==> src/pkg/dcmpc_pkg.sv <==
// dcmpc_pkg: register map, field positions, reset values and select codes
// of the dual comparator control block.
// assumes: used by the decode, top and assertion files through dcmpc_pkg::name.
package dcmpc_pkg;

	// ------------------------------------------------------------
	// register offsets
	// ------------------------------------------------------------
	localparam logic [11:0] CMP1_MAIN_CONTROL_OFS = 12'h80c;
	localparam logic [11:0] CMP1_EDGE_IRQ_CONFIG_OFS = 12'h80d;
	localparam logic [11:0] CMP1_INVERTING_SELECT_OFS = 12'h80e;
	localparam logic [11:0] CMP1_NONINVERTING_SELECT_OFS = 12'h80f;
	localparam logic [11:0] CMP2_MAIN_CONTROL_OFS = 12'h810;
	localparam logic [11:0] CMP2_EDGE_IRQ_CONFIG_OFS = 12'h811;
	localparam logic [11:0] CMP2_INVERTING_SELECT_OFS = 12'h812;
	localparam logic [11:0] CMP2_NONINVERTING_SELECT_OFS = 12'h813;
	localparam logic [11:0] IRQ_STATUS_OFS = 12'h81c;
	localparam logic [11:0] IRQ_MASK_OFS = 12'h81d;
	localparam logic [11:0] ALL_COMPARATOR_RESULTS_OFS = 12'h81f;

	// ------------------------------------------------------------
	// field positions
	// ------------------------------------------------------------
	localparam int ENABLE_BIT = 7;
	localparam int RESULT_BIT = 6;
	localparam int POLARITY_INVERT_BIT = 4;
	localparam int HYSTERESIS_ENABLE_BIT = 1;
	localparam int TIMER_SYNC_BIT = 0;
	localparam int RISE_IRQ_ENABLE_BIT = 1;
	localparam int FALL_IRQ_ENABLE_BIT = 0;
	localparam int SELECT_WIDTH = 3;

	// ------------------------------------------------------------
	// reset values
	// ------------------------------------------------------------
	localparam logic [7:0] CONTROL_RESET = 8'h00;
	localparam logic [2:0] SELECT_RESET = 3'h0;
	localparam logic [1:0] FLAGS_RESET = 2'h0;

	// ------------------------------------------------------------
	// select codes
	// ------------------------------------------------------------
	localparam logic [2:0] SEL_PIN_ZERO = 3'h0;
	localparam logic [2:0] SEL_PIN_ONE = 3'h1;
	localparam logic [2:0] SEL_PIN_TWO = 3'h2;
	localparam logic [2:0] SEL_PIN_THREE = 3'h3;
	localparam logic [2:0] SEL_FIRST_DAC = 3'h4;
	localparam logic [2:0] SEL_FIXED_REF = 3'h6;
	localparam logic [2:0] SEL_GROUND = 3'h7;

	// one-hot analog switch vector: pins 0..3, dac, fixed ref, ground
	localparam int SOURCE_COUNT = 7;
	localparam int SRC_DAC = 4;
	localparam int SRC_FIXED_REF = 5;
	localparam int SRC_GROUND = 6;

endpackage

==> src/design/dcmpc_input_decode.sv <==
// dcmpc_input_decode: turns the two input-select codes of one comparator
// into one-hot analog switch enables.
// assumes: select codes come from registers on the same clock.
`timescale 1ns/1ps
module dcmpc_input_decode (
	input wire logic enable, // comparator enable
	input wire logic [2:0] inverting_input_select, // inverting select code
	input wire logic [2:0] noninverting_input_select, // noninverting select code
	output logic [dcmpc_pkg::SOURCE_COUNT-1:0] inv_switch, // inverting switches
	output logic [dcmpc_pkg::SOURCE_COUNT-1:0] noninv_switch // noninverting switches
);

	// ------------------------------------------------------------
	// decode functions
	// ------------------------------------------------------------
	// inverting side: pins 0..3, fixed ref, ground; 100/101 open
	function automatic logic [dcmpc_pkg::SOURCE_COUNT-1:0] dcmpc_inv_dec(input logic [2:0] c);
		logic [dcmpc_pkg::SOURCE_COUNT-1:0] s;
		s = '0;
		if (c <= dcmpc_pkg::SEL_PIN_THREE) begin
			s[c] = 1'b1;
		end else if (c == dcmpc_pkg::SEL_FIXED_REF) begin
			s[dcmpc_pkg::SRC_FIXED_REF] = 1'b1;
		end else if (c == dcmpc_pkg::SEL_GROUND) begin
			s[dcmpc_pkg::SRC_GROUND] = 1'b1;
		end
		return s;
	endfunction

	// noninverting side: pins 0,1, dac, fixed ref, ground; rest open
	function automatic logic [dcmpc_pkg::SOURCE_COUNT-1:0] dcmpc_noninv_dec(input logic [2:0] c);
		logic [dcmpc_pkg::SOURCE_COUNT-1:0] s;
		s = '0;
		if (c <= dcmpc_pkg::SEL_PIN_ONE) begin
			s[c] = 1'b1;
		end else if (c == dcmpc_pkg::SEL_FIRST_DAC) begin
			s[dcmpc_pkg::SRC_DAC] = 1'b1;
		end else if (c == dcmpc_pkg::SEL_FIXED_REF) begin
			s[dcmpc_pkg::SRC_FIXED_REF] = 1'b1;
		end else if (c == dcmpc_pkg::SEL_GROUND) begin
			s[dcmpc_pkg::SRC_GROUND] = 1'b1;
		end
		return s;
	endfunction

	// disabled comparator has every switch open
	assign inv_switch = enable ? dcmpc_inv_dec(inverting_input_select) : '0;
	assign noninv_switch = enable ? dcmpc_noninv_dec(noninverting_input_select) : '0;

endmodule // dcmpc_input_decode

==> src/design/dcmpc_sync3.sv <==
// dcmpc_sync3: three-flop synchroniser for one asynchronous level.
// assumes: the level may change at any time; out changes only once
// the second and third flops agree.
`timescale 1ns/1ps
module dcmpc_sync3 (
	input wire logic ref_clk, // system clock
	input wire logic rstn, // synchronous reset, active low
	input wire logic async_in, // asynchronous level
	output logic sync_out // filtered synchronous level
);

	logic s1_q;
	logic s2_q;
	logic s3_q;
	logic out_q;

	// ------------------------------------------------------------
	// capture chain; first flop feeds only the second
	// ------------------------------------------------------------
	always_ff @(posedge ref_clk) begin
		if (!rstn) begin
			s1_q <= 1'b0;
			s2_q <= 1'b0;
			s3_q <= 1'b0;
			out_q <= 1'b0;
		end else begin
			s1_q <= async_in;
			s2_q <= s1_q;
			s3_q <= s2_q;
			if (s2_q == s3_q) begin
				out_q <= s3_q;
			end
		end
	end

	assign sync_out = out_q;

endmodule // dcmpc_sync3

==> src/design/dcmpc_top.sv <==
// dcmpc_top: control and status logic of two analog comparators.
// assumes: analog results and the companion timer clock arrive as
// asynchronous levels; software uses the plain register port.
//
// Summary of operation
// - a comparator is active only while its enable bit 7 is one.
// - bit 6 of the main control register reads the comparison result.
// - bit 4 set inverts the reported result, clear passes it through.
// - bit 1 drives the hysteresis enable toward the analog comparator.
// - with timer sync set the timer and pin output update on timer clock falls.
// - with timer sync clear the timer and pin output follow the result directly.
// - with rise enable set each low-to-high result edge sets the irq flag.
// - with fall enable set each high-to-low result edge sets the irq flag.
// - inverting select: pins 0-3, 110 fixed ref, 111 ground, 100/101 open.
// - noninverting select: pins 0,1, 100 dac, 110 ref, 111 ground, rest open.
// - the shared result register mirrors result 1 in bit 0 and result 2 in bit 1.
// - a disabled comparator gives its polarity bit as result and opens all its input switches.
// - a polarity change that toggles the result raises an edge irq even disabled.
// - the result is latched once per cycle; edges and reads use the latch.
//
// The address-and-strobe port was chosen for this implementation.
`timescale 1ns/1ps
module dcmpc_top #(
	parameter int NUM_CMP = 2 // comparators in the block
) (
	input wire logic ref_clk, // system clock, 40 MHz
	input wire logic rstn, // synchronous reset, active low
	input wire logic [11:0] reg_addr, // register address
	input wire logic [7:0] reg_wdata, // write data
	input wire logic reg_wr, // write strobe
	input wire logic reg_rd, // read strobe
	output logic [7:0] reg_rdata, // read data, cycle after the read strobe
	input wire logic [NUM_CMP-1:0] analog_result, // raw comparator outputs
	input wire logic timer_clk, // companion timer clock source
	output logic [NUM_CMP-1:0] cmp_output, // result to timer and pin
	output logic [NUM_CMP-1:0] cmp_enable, // analog enable
	output logic [NUM_CMP-1:0] hysteresis_enable, // analog hysteresis
	output logic [NUM_CMP*dcmpc_pkg::SOURCE_COUNT-1:0] inv_switch, // inverting switches
	output logic [NUM_CMP*dcmpc_pkg::SOURCE_COUNT-1:0] noninv_switch, // noninverting switches
	output logic irq // level interrupt
);

	// ------------------------------------------------------------
	// shared state
	// ------------------------------------------------------------
	logic [NUM_CMP-1:0] cmp_irq_flag_q;
	logic [NUM_CMP-1:0] irq_mask_q;
	logic [NUM_CMP-1:0] reported;
	logic [NUM_CMP-1:0] result_q;
	logic [NUM_CMP-1:0] edge_evt;
	logic [7:0] reg_rdata_q;
	logic [7:0] rd_mux;
	logic irq_q;
	logic tclk_s;
	logic tclk_prev_q;
	logic tclk_fall;

	// timer clock is asynchronous: filter it, then find falling edges
	dcmpc_sync3 u_tclk_sync (
		.ref_clk(ref_clk),
		.rstn(rstn),
		.async_in(timer_clk),
		.sync_out(tclk_s)
	);

	always_ff @(posedge ref_clk) begin
		if (!rstn) begin
			tclk_prev_q <= 1'b0;
		end else begin
			tclk_prev_q <= tclk_s;
		end
	end

	assign tclk_fall = tclk_prev_q & ~tclk_s;

	// ------------------------------------------------------------
	// per-comparator control, result and edge logic
	// ------------------------------------------------------------
	genvar g;
	generate
		for (g = 0; g < NUM_CMP; g++) begin : g_cmp
			localparam logic [11:0] BASE = dcmpc_pkg::CMP1_MAIN_CONTROL_OFS + 12'(4 * g);
			logic [7:0] main_q;
			logic [1:0] edge_cfg_q;
			logic [2:0] inv_sel_q;
			logic [2:0] noninv_sel_q;
			logic raw_s;
			logic rep_q;
			logic out_q;
			logic wr_main;
			logic wr_edge;
			logic wr_inv;
			logic wr_noninv;
			logic rep_d;
			logic rise;
			logic fall;
			logic [dcmpc_pkg::SOURCE_COUNT-1:0] inv_sw;
			logic [dcmpc_pkg::SOURCE_COUNT-1:0] noninv_sw;
			logic [dcmpc_pkg::SOURCE_COUNT-1:0] inv_sw_q;
			logic [dcmpc_pkg::SOURCE_COUNT-1:0] noninv_sw_q;

			// register write decode
			assign wr_main = reg_wr && (reg_addr == BASE);
			assign wr_edge = reg_wr && (reg_addr == BASE + 12'h001);
			assign wr_inv = reg_wr && (reg_addr == BASE + 12'h002);
			assign wr_noninv = reg_wr && (reg_addr == BASE + 12'h003);

			// software-writable control; result bit never stored
			always_ff @(posedge ref_clk) begin
				if (!rstn) begin
					main_q <= dcmpc_pkg::CONTROL_RESET;
					edge_cfg_q <= dcmpc_pkg::FLAGS_RESET;
					inv_sel_q <= dcmpc_pkg::SELECT_RESET;
					noninv_sel_q <= dcmpc_pkg::SELECT_RESET;
				end else begin
					if (wr_main) begin
						main_q <= reg_wdata & 8'h93;
					end
					if (wr_edge) begin
						edge_cfg_q <= reg_wdata[1:0];
					end
					if (wr_inv) begin
						inv_sel_q <= reg_wdata[2:0];
					end
					if (wr_noninv) begin
						noninv_sel_q <= reg_wdata[2:0];
					end
				end
			end

			dcmpc_sync3 u_res_sync (
				.ref_clk(ref_clk),
				.rstn(rstn),
				.async_in(analog_result[g]),
				.sync_out(raw_s)
			);

			// disabled forces zero before polarity, so polarity still toggles
			assign rep_d = (main_q[dcmpc_pkg::ENABLE_BIT] & raw_s)
				^ main_q[dcmpc_pkg::POLARITY_INVERT_BIT];
			assign rise = ~rep_q & rep_d;
			assign fall = rep_q & ~rep_d;
			assign edge_evt[g] = (rise & edge_cfg_q[dcmpc_pkg::RISE_IRQ_ENABLE_BIT])
				| (fall & edge_cfg_q[dcmpc_pkg::FALL_IRQ_ENABLE_BIT]);

			// latched result each cycle; timer/pin copy per sync mode
			always_ff @(posedge ref_clk) begin
				if (!rstn) begin
					rep_q <= 1'b0;
					out_q <= 1'b0;
				end else begin
					rep_q <= rep_d;
					if (!main_q[dcmpc_pkg::TIMER_SYNC_BIT] || tclk_fall) begin
						out_q <= rep_d;
					end
				end
			end

			dcmpc_input_decode u_dec (
				.enable(main_q[dcmpc_pkg::ENABLE_BIT]),
				.inverting_input_select(inv_sel_q),
				.noninverting_input_select(noninv_sel_q),
				.inv_switch(inv_sw),
				.noninv_switch(noninv_sw)
			);

			// switch enables registered so outputs come from flops
			always_ff @(posedge ref_clk) begin
				if (!rstn) begin
					inv_sw_q <= '0;
					noninv_sw_q <= '0;
				end else begin
					inv_sw_q <= inv_sw;
					noninv_sw_q <= noninv_sw;
				end
			end

			assign reported[g] = rep_q;
			assign result_q[g] = out_q;
			assign cmp_enable[g] = main_q[dcmpc_pkg::ENABLE_BIT];
			assign hysteresis_enable[g] = main_q[dcmpc_pkg::HYSTERESIS_ENABLE_BIT];
			assign inv_switch[g*dcmpc_pkg::SOURCE_COUNT +: dcmpc_pkg::SOURCE_COUNT] = inv_sw_q;
			assign noninv_switch[g*dcmpc_pkg::SOURCE_COUNT +: dcmpc_pkg::SOURCE_COUNT] =
				noninv_sw_q;
		end
	endgenerate

	assign cmp_output = result_q;

	// ------------------------------------------------------------
	// interrupt status and mask
	// ------------------------------------------------------------
	logic wr_status;
	logic wr_mask;
	logic [NUM_CMP-1:0] flag_d;
	logic [NUM_CMP-1:0] mask_d;
	assign wr_status = reg_wr && (reg_addr == dcmpc_pkg::IRQ_STATUS_OFS);
	assign wr_mask = reg_wr && (reg_addr == dcmpc_pkg::IRQ_MASK_OFS);

	// write one clears; a same-cycle edge wins over the clear
	assign flag_d = (cmp_irq_flag_q & ~(wr_status ? reg_wdata[NUM_CMP-1:0] : '0))
		| edge_evt;
	assign mask_d = wr_mask ? reg_wdata[NUM_CMP-1:0] : irq_mask_q;

	// irq built from next values so it drops in the same cycle as the flag
	always_ff @(posedge ref_clk) begin
		if (!rstn) begin
			cmp_irq_flag_q <= '0;
			irq_mask_q <= '0;
			irq_q <= 1'b0;
		end else begin
			cmp_irq_flag_q <= flag_d;
			irq_mask_q <= mask_d;
			irq_q <= |(flag_d & mask_d);
		end
	end

	assign irq = irq_q;

	// ------------------------------------------------------------
	// read mux
	// ------------------------------------------------------------
	function automatic logic [7:0] dcmpc_pad(input logic [NUM_CMP-1:0] v);
		logic [7:0] r;
		r = '0;
		r[NUM_CMP-1:0] = v;
		return r;
	endfunction

	always_comb begin
		rd_mux = 8'h00;
		if (reg_addr == dcmpc_pkg::ALL_COMPARATOR_RESULTS_OFS) begin
			rd_mux = dcmpc_pad(reported);
		end else if (reg_addr == dcmpc_pkg::IRQ_STATUS_OFS) begin
			rd_mux = dcmpc_pad(cmp_irq_flag_q);
		end else if (reg_addr == dcmpc_pkg::IRQ_MASK_OFS) begin
			rd_mux = dcmpc_pad(irq_mask_q);
		end else begin
			for (int i = 0; i < NUM_CMP; i++) begin
				if (reg_addr == dcmpc_pkg::CMP1_MAIN_CONTROL_OFS + 12'(4 * i)) begin
					rd_mux = g_main_rd(i);
				end else if (reg_addr == dcmpc_pkg::CMP1_EDGE_IRQ_CONFIG_OFS + 12'(4 * i)) begin
					rd_mux = g_edge_rd(i);
				end else if (reg_addr == dcmpc_pkg::CMP1_INVERTING_SELECT_OFS + 12'(4 * i)) begin
					rd_mux = g_inv_rd(i);
				end else if (reg_addr ==
					dcmpc_pkg::CMP1_NONINVERTING_SELECT_OFS + 12'(4 * i)) begin
					rd_mux = g_noninv_rd(i);
				end
			end
		end
	end

	// flattened register views for the read mux
	logic [NUM_CMP*8-1:0] main_flat;
	logic [NUM_CMP*8-1:0] edge_flat;
	logic [NUM_CMP*8-1:0] inv_flat;
	logic [NUM_CMP*8-1:0] noninv_flat;
	generate
		for (g = 0; g < NUM_CMP; g++) begin : g_flat
			assign main_flat[g*8 +: 8] = (g_cmp[g].main_q & 8'h93)
				| ({7'h00, g_cmp[g].rep_q} << dcmpc_pkg::RESULT_BIT);
			assign edge_flat[g*8 +: 8] = {6'h00, g_cmp[g].edge_cfg_q};
			assign inv_flat[g*8 +: 8] = {5'h00, g_cmp[g].inv_sel_q};
			assign noninv_flat[g*8 +: 8] = {5'h00, g_cmp[g].noninv_sel_q};
		end
	endgenerate

	function automatic logic [7:0] g_main_rd(input int i);
		return main_flat[i*8 +: 8];
	endfunction

	function automatic logic [7:0] g_edge_rd(input int i);
		return edge_flat[i*8 +: 8];
	endfunction

	function automatic logic [7:0] g_inv_rd(input int i);
		return inv_flat[i*8 +: 8];
	endfunction

	function automatic logic [7:0] g_noninv_rd(input int i);
		return noninv_flat[i*8 +: 8];
	endfunction

	// read data valid only in the cycle after the strobe
	always_ff @(posedge ref_clk) begin
		if (!rstn) begin
			reg_rdata_q <= 8'h00;
		end else begin
			reg_rdata_q <= reg_rd ? rd_mux : 8'h00;
		end
	end

	assign reg_rdata = reg_rdata_q;

endmodule // dcmpc_top

==> config.mk <==
export PLATFORM = sky130hd
export DESIGN_NAME = dcmpc_top
export DESIGN_NICKNAME = d
export VERILOG_FILES = /design/src/pkg/dcmpc_pkg.sv /design/src/design/dcmpc_input_decode.sv /design/src/design/dcmpc_sync3.sv /design/src/design/dcmpc_top.sv
export SDC_FILE = /design/constraint.sdc
export NUM_CORES = 1
export LEC_CHECK = 0
export ABC_AREA = 0
export BUFFER_PORTS_ARGS = -buffer_cell sky130_fd_sc_hd__buf_2
export CORE_ASPECT_RATIO = 1.4
export CORE_MARGIN = 5
export CORE_UTILIZATION = 53
export DETAILED_ROUTE_END_ITERATION = 6
export PLACE_DENSITY = 0.89
export SLEW_MARGIN = 20
export SYNTH_ARGS = -nofsm -noshare
export SYNTH_HDL_FRONTEND = slang
export SYNTH_SLANG_ARGS = --single-unit
==> constraint.sdc <==
create_clock -name ref_clk -period 2.1 [get_ports ref_clk]
set_input_delay 0.42 -clock ref_clk [delete_from_list [all_inputs] [get_ports ref_clk]]
set_output_delay 0.42 -clock ref_clk [all_outputs]
set_load 0.02 [all_outputs]
==> results of run 1 <==
[metal layers]
| layer | up-vias | part of all wire, % | wire length, um | track usage (%) |
|---|---|---|---|---|
| met1 | 1272 | 39 | 3077 | 26.13 |
| met2 | 104 | 52 | 4109 | 38.19 |
| met3 | 15 | 6.9 | 543 | 6.088 |
| met4 | 0 | 1.9 | 146 | 9.863 |
| met5 | - | 0 | 0 | 0 |
| li1 | 1332 | - | - | - |
[metrics by stage]
step | setup TNS (ps) | instances | total power, mW
global placement | 0 | 474 | 1.715
floorplan | 0 | 347 | 1.650
CTS | 0 | 490 | 2.976
detailed placement | -24.26 | 474 | 1.719
finish | 0 | 490 | 2.959
global route | 0 | 490 | 3.064
[cells by family after synthesis]
group,count (synthesis)
xor gates and xnor gates,2
buffers and inverters,31
and+or+nand+nor,151
other,1
DFF,80
muxes,17
AOI/OAI and AO/OA,58
[power by group through the flow]
stage                     Combinational (mW)  Clock, mW  Sequential [mW]
after global routing                   0.168       1.36             1.53
final                                  0.153       1.27             1.53
after floorplan                       0.0746          0             1.58
after CTS                              0.151       1.29             1.53
after global placement                 0.148          0             1.57
after detailed placement               0.150          0             1.57
[worst register-to-register path, cell delays in order (launching register included)]
cell and delay (ps):
sky130_fd_sc_hd__dfxtp_1 480, sky130_fd_sc_hd__nand2_1 100, sky130_fd_sc_hd__xor2_1 320, sky130_fd_sc_hd__and3_1 230
sky130_fd_sc_hd__a211oi_2 50, sky130_fd_sc_hd__o32ai_1 260
[cell usage in the layout (no fill, tap or decap), types with 7 or more instances in the layout]
cell type | synthesis | routed
sky130_fd_sc_hd__dfxtp_1 | 80 | 80
sky130_fd_sc_hd__buf_2 | 2 | 64
sky130_fd_sc_hd__nand2_1 | 40 | 40
sky130_fd_sc_hd__nor2_1 | 31 | 31
sky130_fd_sc_hd__a21oi_1 | 25 | 25
sky130_fd_sc_hd__nand3_1 | 20 | 20
sky130_fd_sc_hd__mux2i_1 | 16 | 16
sky130_fd_sc_hd__buf_4 | 9 | 16
sky130_fd_sc_hd__nor3_1 | 13 | 13
sky130_fd_sc_hd__and2_1 | 12 | 12
sky130_fd_sc_hd__clkbuf_8 | 0 | 10
sky130_fd_sc_hd__conb_1 | 1 | 8
sky130_fd_sc_hd__nor4_1 | 7 | 7
[worst paths after layout]
path	from	endpoint	slack [ps]
min	analog_result[0]	g_cmp[0].u_res_sync.s1_q	270
max	reg_addr[7]	irq	360
min reg2reg	g_cmp[1].u_res_sync.s1_q	g_cmp[1].u_res_sync.s2_q	450
max reg2reg	g_cmp[1].main_q[7]	irq	550
[final cells by class]
type / instances / area (um2)
Inverter: 7 / 26.28
Clock buffer: 10 / 137.6
Fill cell: 499 / 1986
Clock inverter: 6 / 92.59
Sequential cell: 80 / 1602
Tap cell: 70 / 87.58
Timing Repair Buffer: 81 / 460.4
Multi-Input combinational cell: 236 / 1389
[registers in the layout, indices dropped and copies added, names as in the netlist, 2 cells and up]
register / count
g_cmp.u_res_sync.s3_q: 2
g_cmp.noninv_sel_q: 6
g_cmp.u_res_sync.s1_q: 2
cmp_irq_flag_q: 2
g_cmp.edge_cfg_q: 4
g_cmp.noninv_sw_q: 14
g_cmp.u_res_sync.sync_out: 2
g_cmp.u_res_sync.s2_q: 2
g_cmp.out_q: 2
g_cmp.rep_q: 2
g_cmp.inv_sel_q: 6
g_cmp.inv_sw_q: 14
reg_rdata: 6
g_cmp.main_q: 8
irq_mask_q: 2
==> results list, run 1 <==
* Status: completed
* Cells taking the most area after synthesis: sky130_fd_sc_hd__dfxtp_1 51%, sky130_fd_sc_hd__mux2i_1 5.1%, sky130_fd_sc_hd__nand2_1 4.8%
- Path category of the worst min-delay check: in2reg
* Synth Instances: 340
* Number of setup buffers added after CTS: 0
- Slowest stage cell on the critical path: sky130_fd_sc_hd__or4_4
- Pin count of the biggest net entering global routing: 20
- The area growth from synthesis to layout is 21.76%.
- The critical path goes through buf_2, or4_4, nor3_1, buf_4, a31oi_1, o21ai_0, o32ai_1.
- The critical path is of the in2reg type.
* Startpoint Class: input port
* Mapped Avg Cell Area: 9.167 um2
- Number of distinct library cells after synthesis: 48
- For this run, the number of Yosys warnings is 0.
* Width of the chip: 74.81 um
* Largest area contributor in the netlist: sky130_fd_sc_hd__dfxtp_1
* Aggregate routed wire length: 7877 um
- Yosys mapped a number of flops with a built-in enable equal to 0.
- Global routing finished with a remaining overflow of 0.
* Root Buffer Master: sky130_fd_sc_hd__clkbuf_8
- Counting the buffers created by CTS gives 9.
- Number of global-route vias before repair: 2,720
* Initial standard-cell utilization of the core: 53.92%
- Endpoints failing hold: 0
* Worst hold margin: 274.1 ps
* Slew of the pin with the lowest slew margin: 567.8 ps
* Biggest cell delay along the critical path: 560 ps
- Post-Place Setup Slack: -19.23 ps
- Proportion of power drawn by the clock network: 43.0%
- Share of the synthesized area in compound gates (AO/OA/AOI/OAI): 12.40%
- Of the synthesized area, sequential elements account for 51.38%.
- After the last flow step, the layout net total stands at 442.
- By area, the combinational part of the netlist is dominated by simple AND/OR/NAND/NOR gates.
- DRC violation total after the first TritonRoute iteration: 230
- Cell-internal power: 2.287 mW
- Arrival time worst endpoint: 1960 ps
- The detailed router placed 2,723 vias in this run.
- The number of max-slew violations in the final report was 0.
- Count of cells along the worst register-to-register path: 5
- Proportion of synthesized area in mux cells: 5.500%
- Worst Hold Depth: 2
* Worst setup margin: 358.6 ps
- The placed instances occupy a cell area of 3565 um2.
- Reg clk slew, reported paths: 80 ps
- IR analysis of the VDD net gives a maximum drop of 0.6204 mV.
* Power spent charging and discharging nets: 672.2 uW
* Clock latency reported for the late side of the worst-skew pair: 350 ps
- In this run, the combinational gates consume 5.2% of the power.
* Post-synthesis instance area: 3117 um2
* DRC violations left: 0
- Yosys instantiated no cell more often than sky130_fd_sc_hd__dfxtp_1.
- I/O Pins: 70
* Final worst clock skew: 9.660 ps
* Clk buf depth: 2
* Highest net fanout along the worst path: 4
- The worst pin sits at a relative slew slack of 62.01%.
- Static Leakage: 1.557 nW
- Number of cell rows: 33
- Max-cap violations in this run came to 0.
- Using the TritonRoute via totals, the vias-per-cell ratio works out to 5.557.
* Xor and xnor fraction of the mapped netlist area: 0.5620%
- Sw Share: 22.71%
* Fraction of power consumed by sequential logic: 51.8%
- Area share of fa/ha/maj cells after synthesis: 0%
- Cell class contributing the biggest share of worst-path delay: simple AND/OR/NAND/NOR gates
- The first global-routing pass estimated 12,900 um of wire.
- At the end of routability-driven placement, the weighted congestion stood at 0.9437.
* Die Footprint: 7536 um2
* Async set or reset register ratio after synthesis: 0%
* Fraction of post-synthesis cell area in the top cell type by area: 51.38%
* Critical path capture point type: flop
- Power spread over the standard cell area amounts to 779.8 nW/um2.
- Layout cell share with drive strength beyond 1: 25.24%
* Cells resized by post-CTS repair: 0
- Hold-fix buffer count after cts: 0
- WL/cell: 16.08 um
* Antenna violations before repair: 0
* Number of nets still failing antenna checks after routing: 0
- GR Util All Layers: 22.55%
* Final core utilization: 65.65%
* Die span in y: 100.7 um
* Synthesis-stage register bit count: 80
* Critical path depth: 7
* Min Tclk post-route: 1741 ps
- The worst path uses 82.92% of the clock period.
- Together, buffers and inverters on the worst path number 2.
* Total of buffers placed on input and output ports: 64
- TritonCTS clock tree: done
* Count of final setup violators: 0
* Simple-Gate Fraction of Synth Area: 25.13%
- Diode count: 0
* Post-synth top cells: 80 x sky130_fd_sc_hd__dfxtp_1, 40 x sky130_fd_sc_hd__nand2_1, 31 x sky130_fd_sc_hd__nor2_1, 25 x sky130_fd_sc_hd__a21oi_1, 20 x sky130_fd_sc_hd__nand3_1
- Deepest level of the CTS H-tree: 3
- Detailed placement ended at an HPWL of 5804 um.
* Flip-flop cell with the highest count after synthesis: sky130_fd_sc_hd__dfxtp_1
- Area of the core: 5781 um2
- Maximum frequency from static timing analysis: 0.5743 GHz
* Number of clock sinks: 80
- After routing the design area is 3795 um2.
- Worst Path Required: 2320 ps
- Total iterations of the first detailed-routing run: 5
* Setup repair after global routing missed its margin: false
Note: power is estimated with default switching activity, not from simulation.
==> run 2, diff against run 1 <==
==> constraint.sdc (replaced) <==
create_clock -name ref_clk -period 1.7 [get_ports ref_clk]
set_input_delay 0.34 -clock ref_clk [delete_from_list [all_inputs] [get_ports ref_clk]]
set_output_delay 0.34 -clock ref_clk [all_outputs]
set_load 0.02 [all_outputs]
==> results list, run 2 (synthesis results as in run 1) <==
- The completed layout was analyzed and its total power is 3.620 mW.
* Reg clk slew, reported paths: 80 ps
- The setup check on the worst reg-to-reg path leaves a slack of 170 ps.
- The finished layout holds 502 standard cells, fillers aside.
- The repair_antennas step left the layout with diodes totalling 0.
- Vias per inst: 5.717
- In this run the vertical extent of the chip is 100.7 um.
- Counting tap cells, the placed design contains a total of 486 instances.
- Slowest stage cell on the critical path: sky130_fd_sc_hd__or4_4
- The die is 74.81 um wide.
- At the end of routability-driven placement, the weighted congestion stood at 0.8809.
* Most frequent cells in the layout: 80 x sky130_fd_sc_hd__dfxtp_1, 64 x sky130_fd_sc_hd__buf_2, 40 x sky130_fd_sc_hd__nand2_1
- Once detailed placement completed, the half-perimeter wirelength came to 6130 um.
- WL/cell: 16.84 um
* Maximum capacitance violations: 0
- The smallest clock period supported by the final layout is computed as 1678 ps.
- Chain of cells forming the critical path: buf_2, or4_4, nor3_4, buf_4, a32oi_1, a211o_1, a21oi_1
* Peak supply drop: 0.7348 mV
- Layout Cell Area excl Fill: 3916 um2
- Of the cells placed in the final design, the portion with a size suffix greater than 1 is 27.55%.
- Startpoint Class: input port
- Total iterations of the first detailed-routing run: 5
- Number of buffers added by the clock tree synthesis step: 9
* Fill cell instance count of the final layout: 473
- Status: completed
- Maximum frequency from static timing analysis: 0.5960 GHz
- Between clock sinks in the finished design, the worst skew comes to 10.56 ps.
* I/O Pins: 70
- The via count of the first global-routing pass was 2,675.
- CTS placed an instance of sky130_fd_sc_hd__clkbuf_8 at the clock tree root.
- Syn-to-layout area delta: 25.65%
- DRC violation total after the first TritonRoute iteration: 378
- The number of antenna violations at the first check in global routing came to 0.
- Portion of the clock cycle consumed by the worst path in the final layout: 98.70%
- Number of nets still failing antenna checks after routing: 0
* Deepest level of the CTS H-tree: 3
- Worst Path Required: 1980 ps
* Arrival time worst endpoint: 1960 ps
* Most common cell after layout, fill and taps aside: sky130_fd_sc_hd__dfxtp_1
- GR Util All Layers: 23.57%
- Setup repair after global routing missed its margin: true
- Power density normalized to cell area: 924.3 nW/um2
- Global-route wire length before repair: 13,310 um
* Setup total negative slack: 0 ps
* Cell area after placement: 3676 um2
- Total via count in the routed design: 2,870
- The net count of the finished layout is 456.
- Biggest cell delay along the critical path: 560 ps
* Die Footprint: 7536 um2
- In the final layout, the registers with the most flip-flops are g_cmp.inv_sw_q: 14 flops, g_cmp.noninv_sw_q: 14 flops, g_cmp.main_q: 8 flops.
- The routed design has 8452 um of wire.
* Worst setup margin: 22.03 ps
- Worst Hold Depth: 2
- The analysis attributes to cell leakage a power of 1.633 nW.
- Count of cells along the worst register-to-register path: 5
* Initial standard-cell utilization of the core: 53.92%
- The count of buffers added on input and output ports is 64.
- Path category of the worst min-delay check: in2reg
* Number of cell rows: 33
- Post-Place Setup Slack: -328.1 ps
* Area of the core: 5781 um2
- Pin count of the biggest net entering global routing: 36
* Endpoint of the worst-slack reg-to-reg timing path: reg_rdata[0]
- DRC violations left: 0
- Total overflow reported by the global router: 0
- Max-slew violation total from the final report: 0
- TritonCTS built the clock tree.
* Count of final setup violators: 0
- Counting every sink on the clock net gives 80.
- Critical path capture point type: flop
- Clock latency on the worst-skew pair, taken at its later pin, is 350 ps.
- Worst R2R Start: g_cmp[1].main_q[0]
* Endpoint, Worst Hold: g_cmp[0].u_res_sync.s1_q
- For this design, the CTS-stage hold fixing added 0 buffers.
* Start-to-end type of the worst setup path: in2reg
- Endpoints failing hold: 0
* Hold wc startpoint: analog_result[0]
* Clk buf depth: 2
* Highest net fanout along the worst path: 4
run 2: changes by cell type in the layout (fill, tap and decap cells not counted):
cell                         before  now
sky130_fd_sc_hd__buf_4           16   27
sky130_fd_sc_hd__buf_12           1    3
sky130_fd_sc_hd__clkinv_4         2    0
sky130_fd_sc_hd__buf_6            0    1
sky130_fd_sc_hd__clkbuf_1         0    1
sky130_fd_sc_hd__clkinvlp_4       2    1
sky130_fd_sc_hd__nor3_1          13   12
sky130_fd_sc_hd__nor3_2           0    1
sky130_fd_sc_hd__or4b_1           1    0
sky130_fd_sc_hd__or4b_4           0    1
run 2: worst max path at each step:
stage / start / endpoint / slack, ps / depth (start not counted)
6_report: reg_addr[8] / reg_rdata[0] / 20 / 7
5_1_grt: reg_addr[8] / irq / -50 / 6
4_1_cts: reg_addr[7] / g_cmp[0].edge_cfg_q[0] / 50 / 7
3_5_place_dp: reg_addr[7] / g_cmp[0].edge_cfg_q[0] / -330 / 7
3_3_place_gp: reg_addr[4] / g_cmp[0].edge_cfg_q[0] / -260 / 7
2_1_floorplan: reg_addr[4] / g_cmp[0].noninv_sel_q[0] / -90 / 5
run 2: cell type report:
type                       count  area (um2)  area share (%)
tap                           70       87.58           2.236
multi-input combinational    236        1398           35.69
inverter                       7       26.28          0.6709
clock buffer                  11       141.4           3.610
sequential                    80        1602           40.89
clock inverter                 3       67.56           1.725
timing repair buffer          95       594.3           15.18
run 2: worst max-delay path, delay by kind of cell:
kind | cells | cell delay [ps]
AO/OA/AOI/OAI | 3 | 510
buffers and inverters | 2 | 280
AND/OR/NAND/NOR | 2 | 830
run 2: per-layer routing:
layer  vias up  wire [um]  GRT usage (%)
li1       1362          -              -
met1      1334       3292          30.18
met2       150       4218          38.93
met3        24        650          3.792
met4         0        290          9.589
met5         -          0              0
run 2: what timing repair did:
action	4_1_cts	5_1_grt
gates resized for setup	0	1
endpoints found under the hold margin	0	0
setup buffers	0	2
endpoints found under the setup margin	0	4
run 2: per-stage QoR:
step / hold slack [ps] / util [%]
2_1_floorplan: 411.9 / -
3_3_place_gp: 418.8 / 63.59
3_5_place_dp: 422.7 / 63.59
4_1_cts: 191.4 / 67.21
5_1_grt: 206.5 / 67.75
6_report: 202.6 / 67.75
run 2: power by group:
part | total [mW] | switching, mW | internal [mW]
registers | 1.89 | 0.00459 | 1.89
logic | 0.213 | 0.134 | 0.0795
clock network | 1.51 | 0.661 | 0.852
total | 3.62 | 0.800 | 2.82
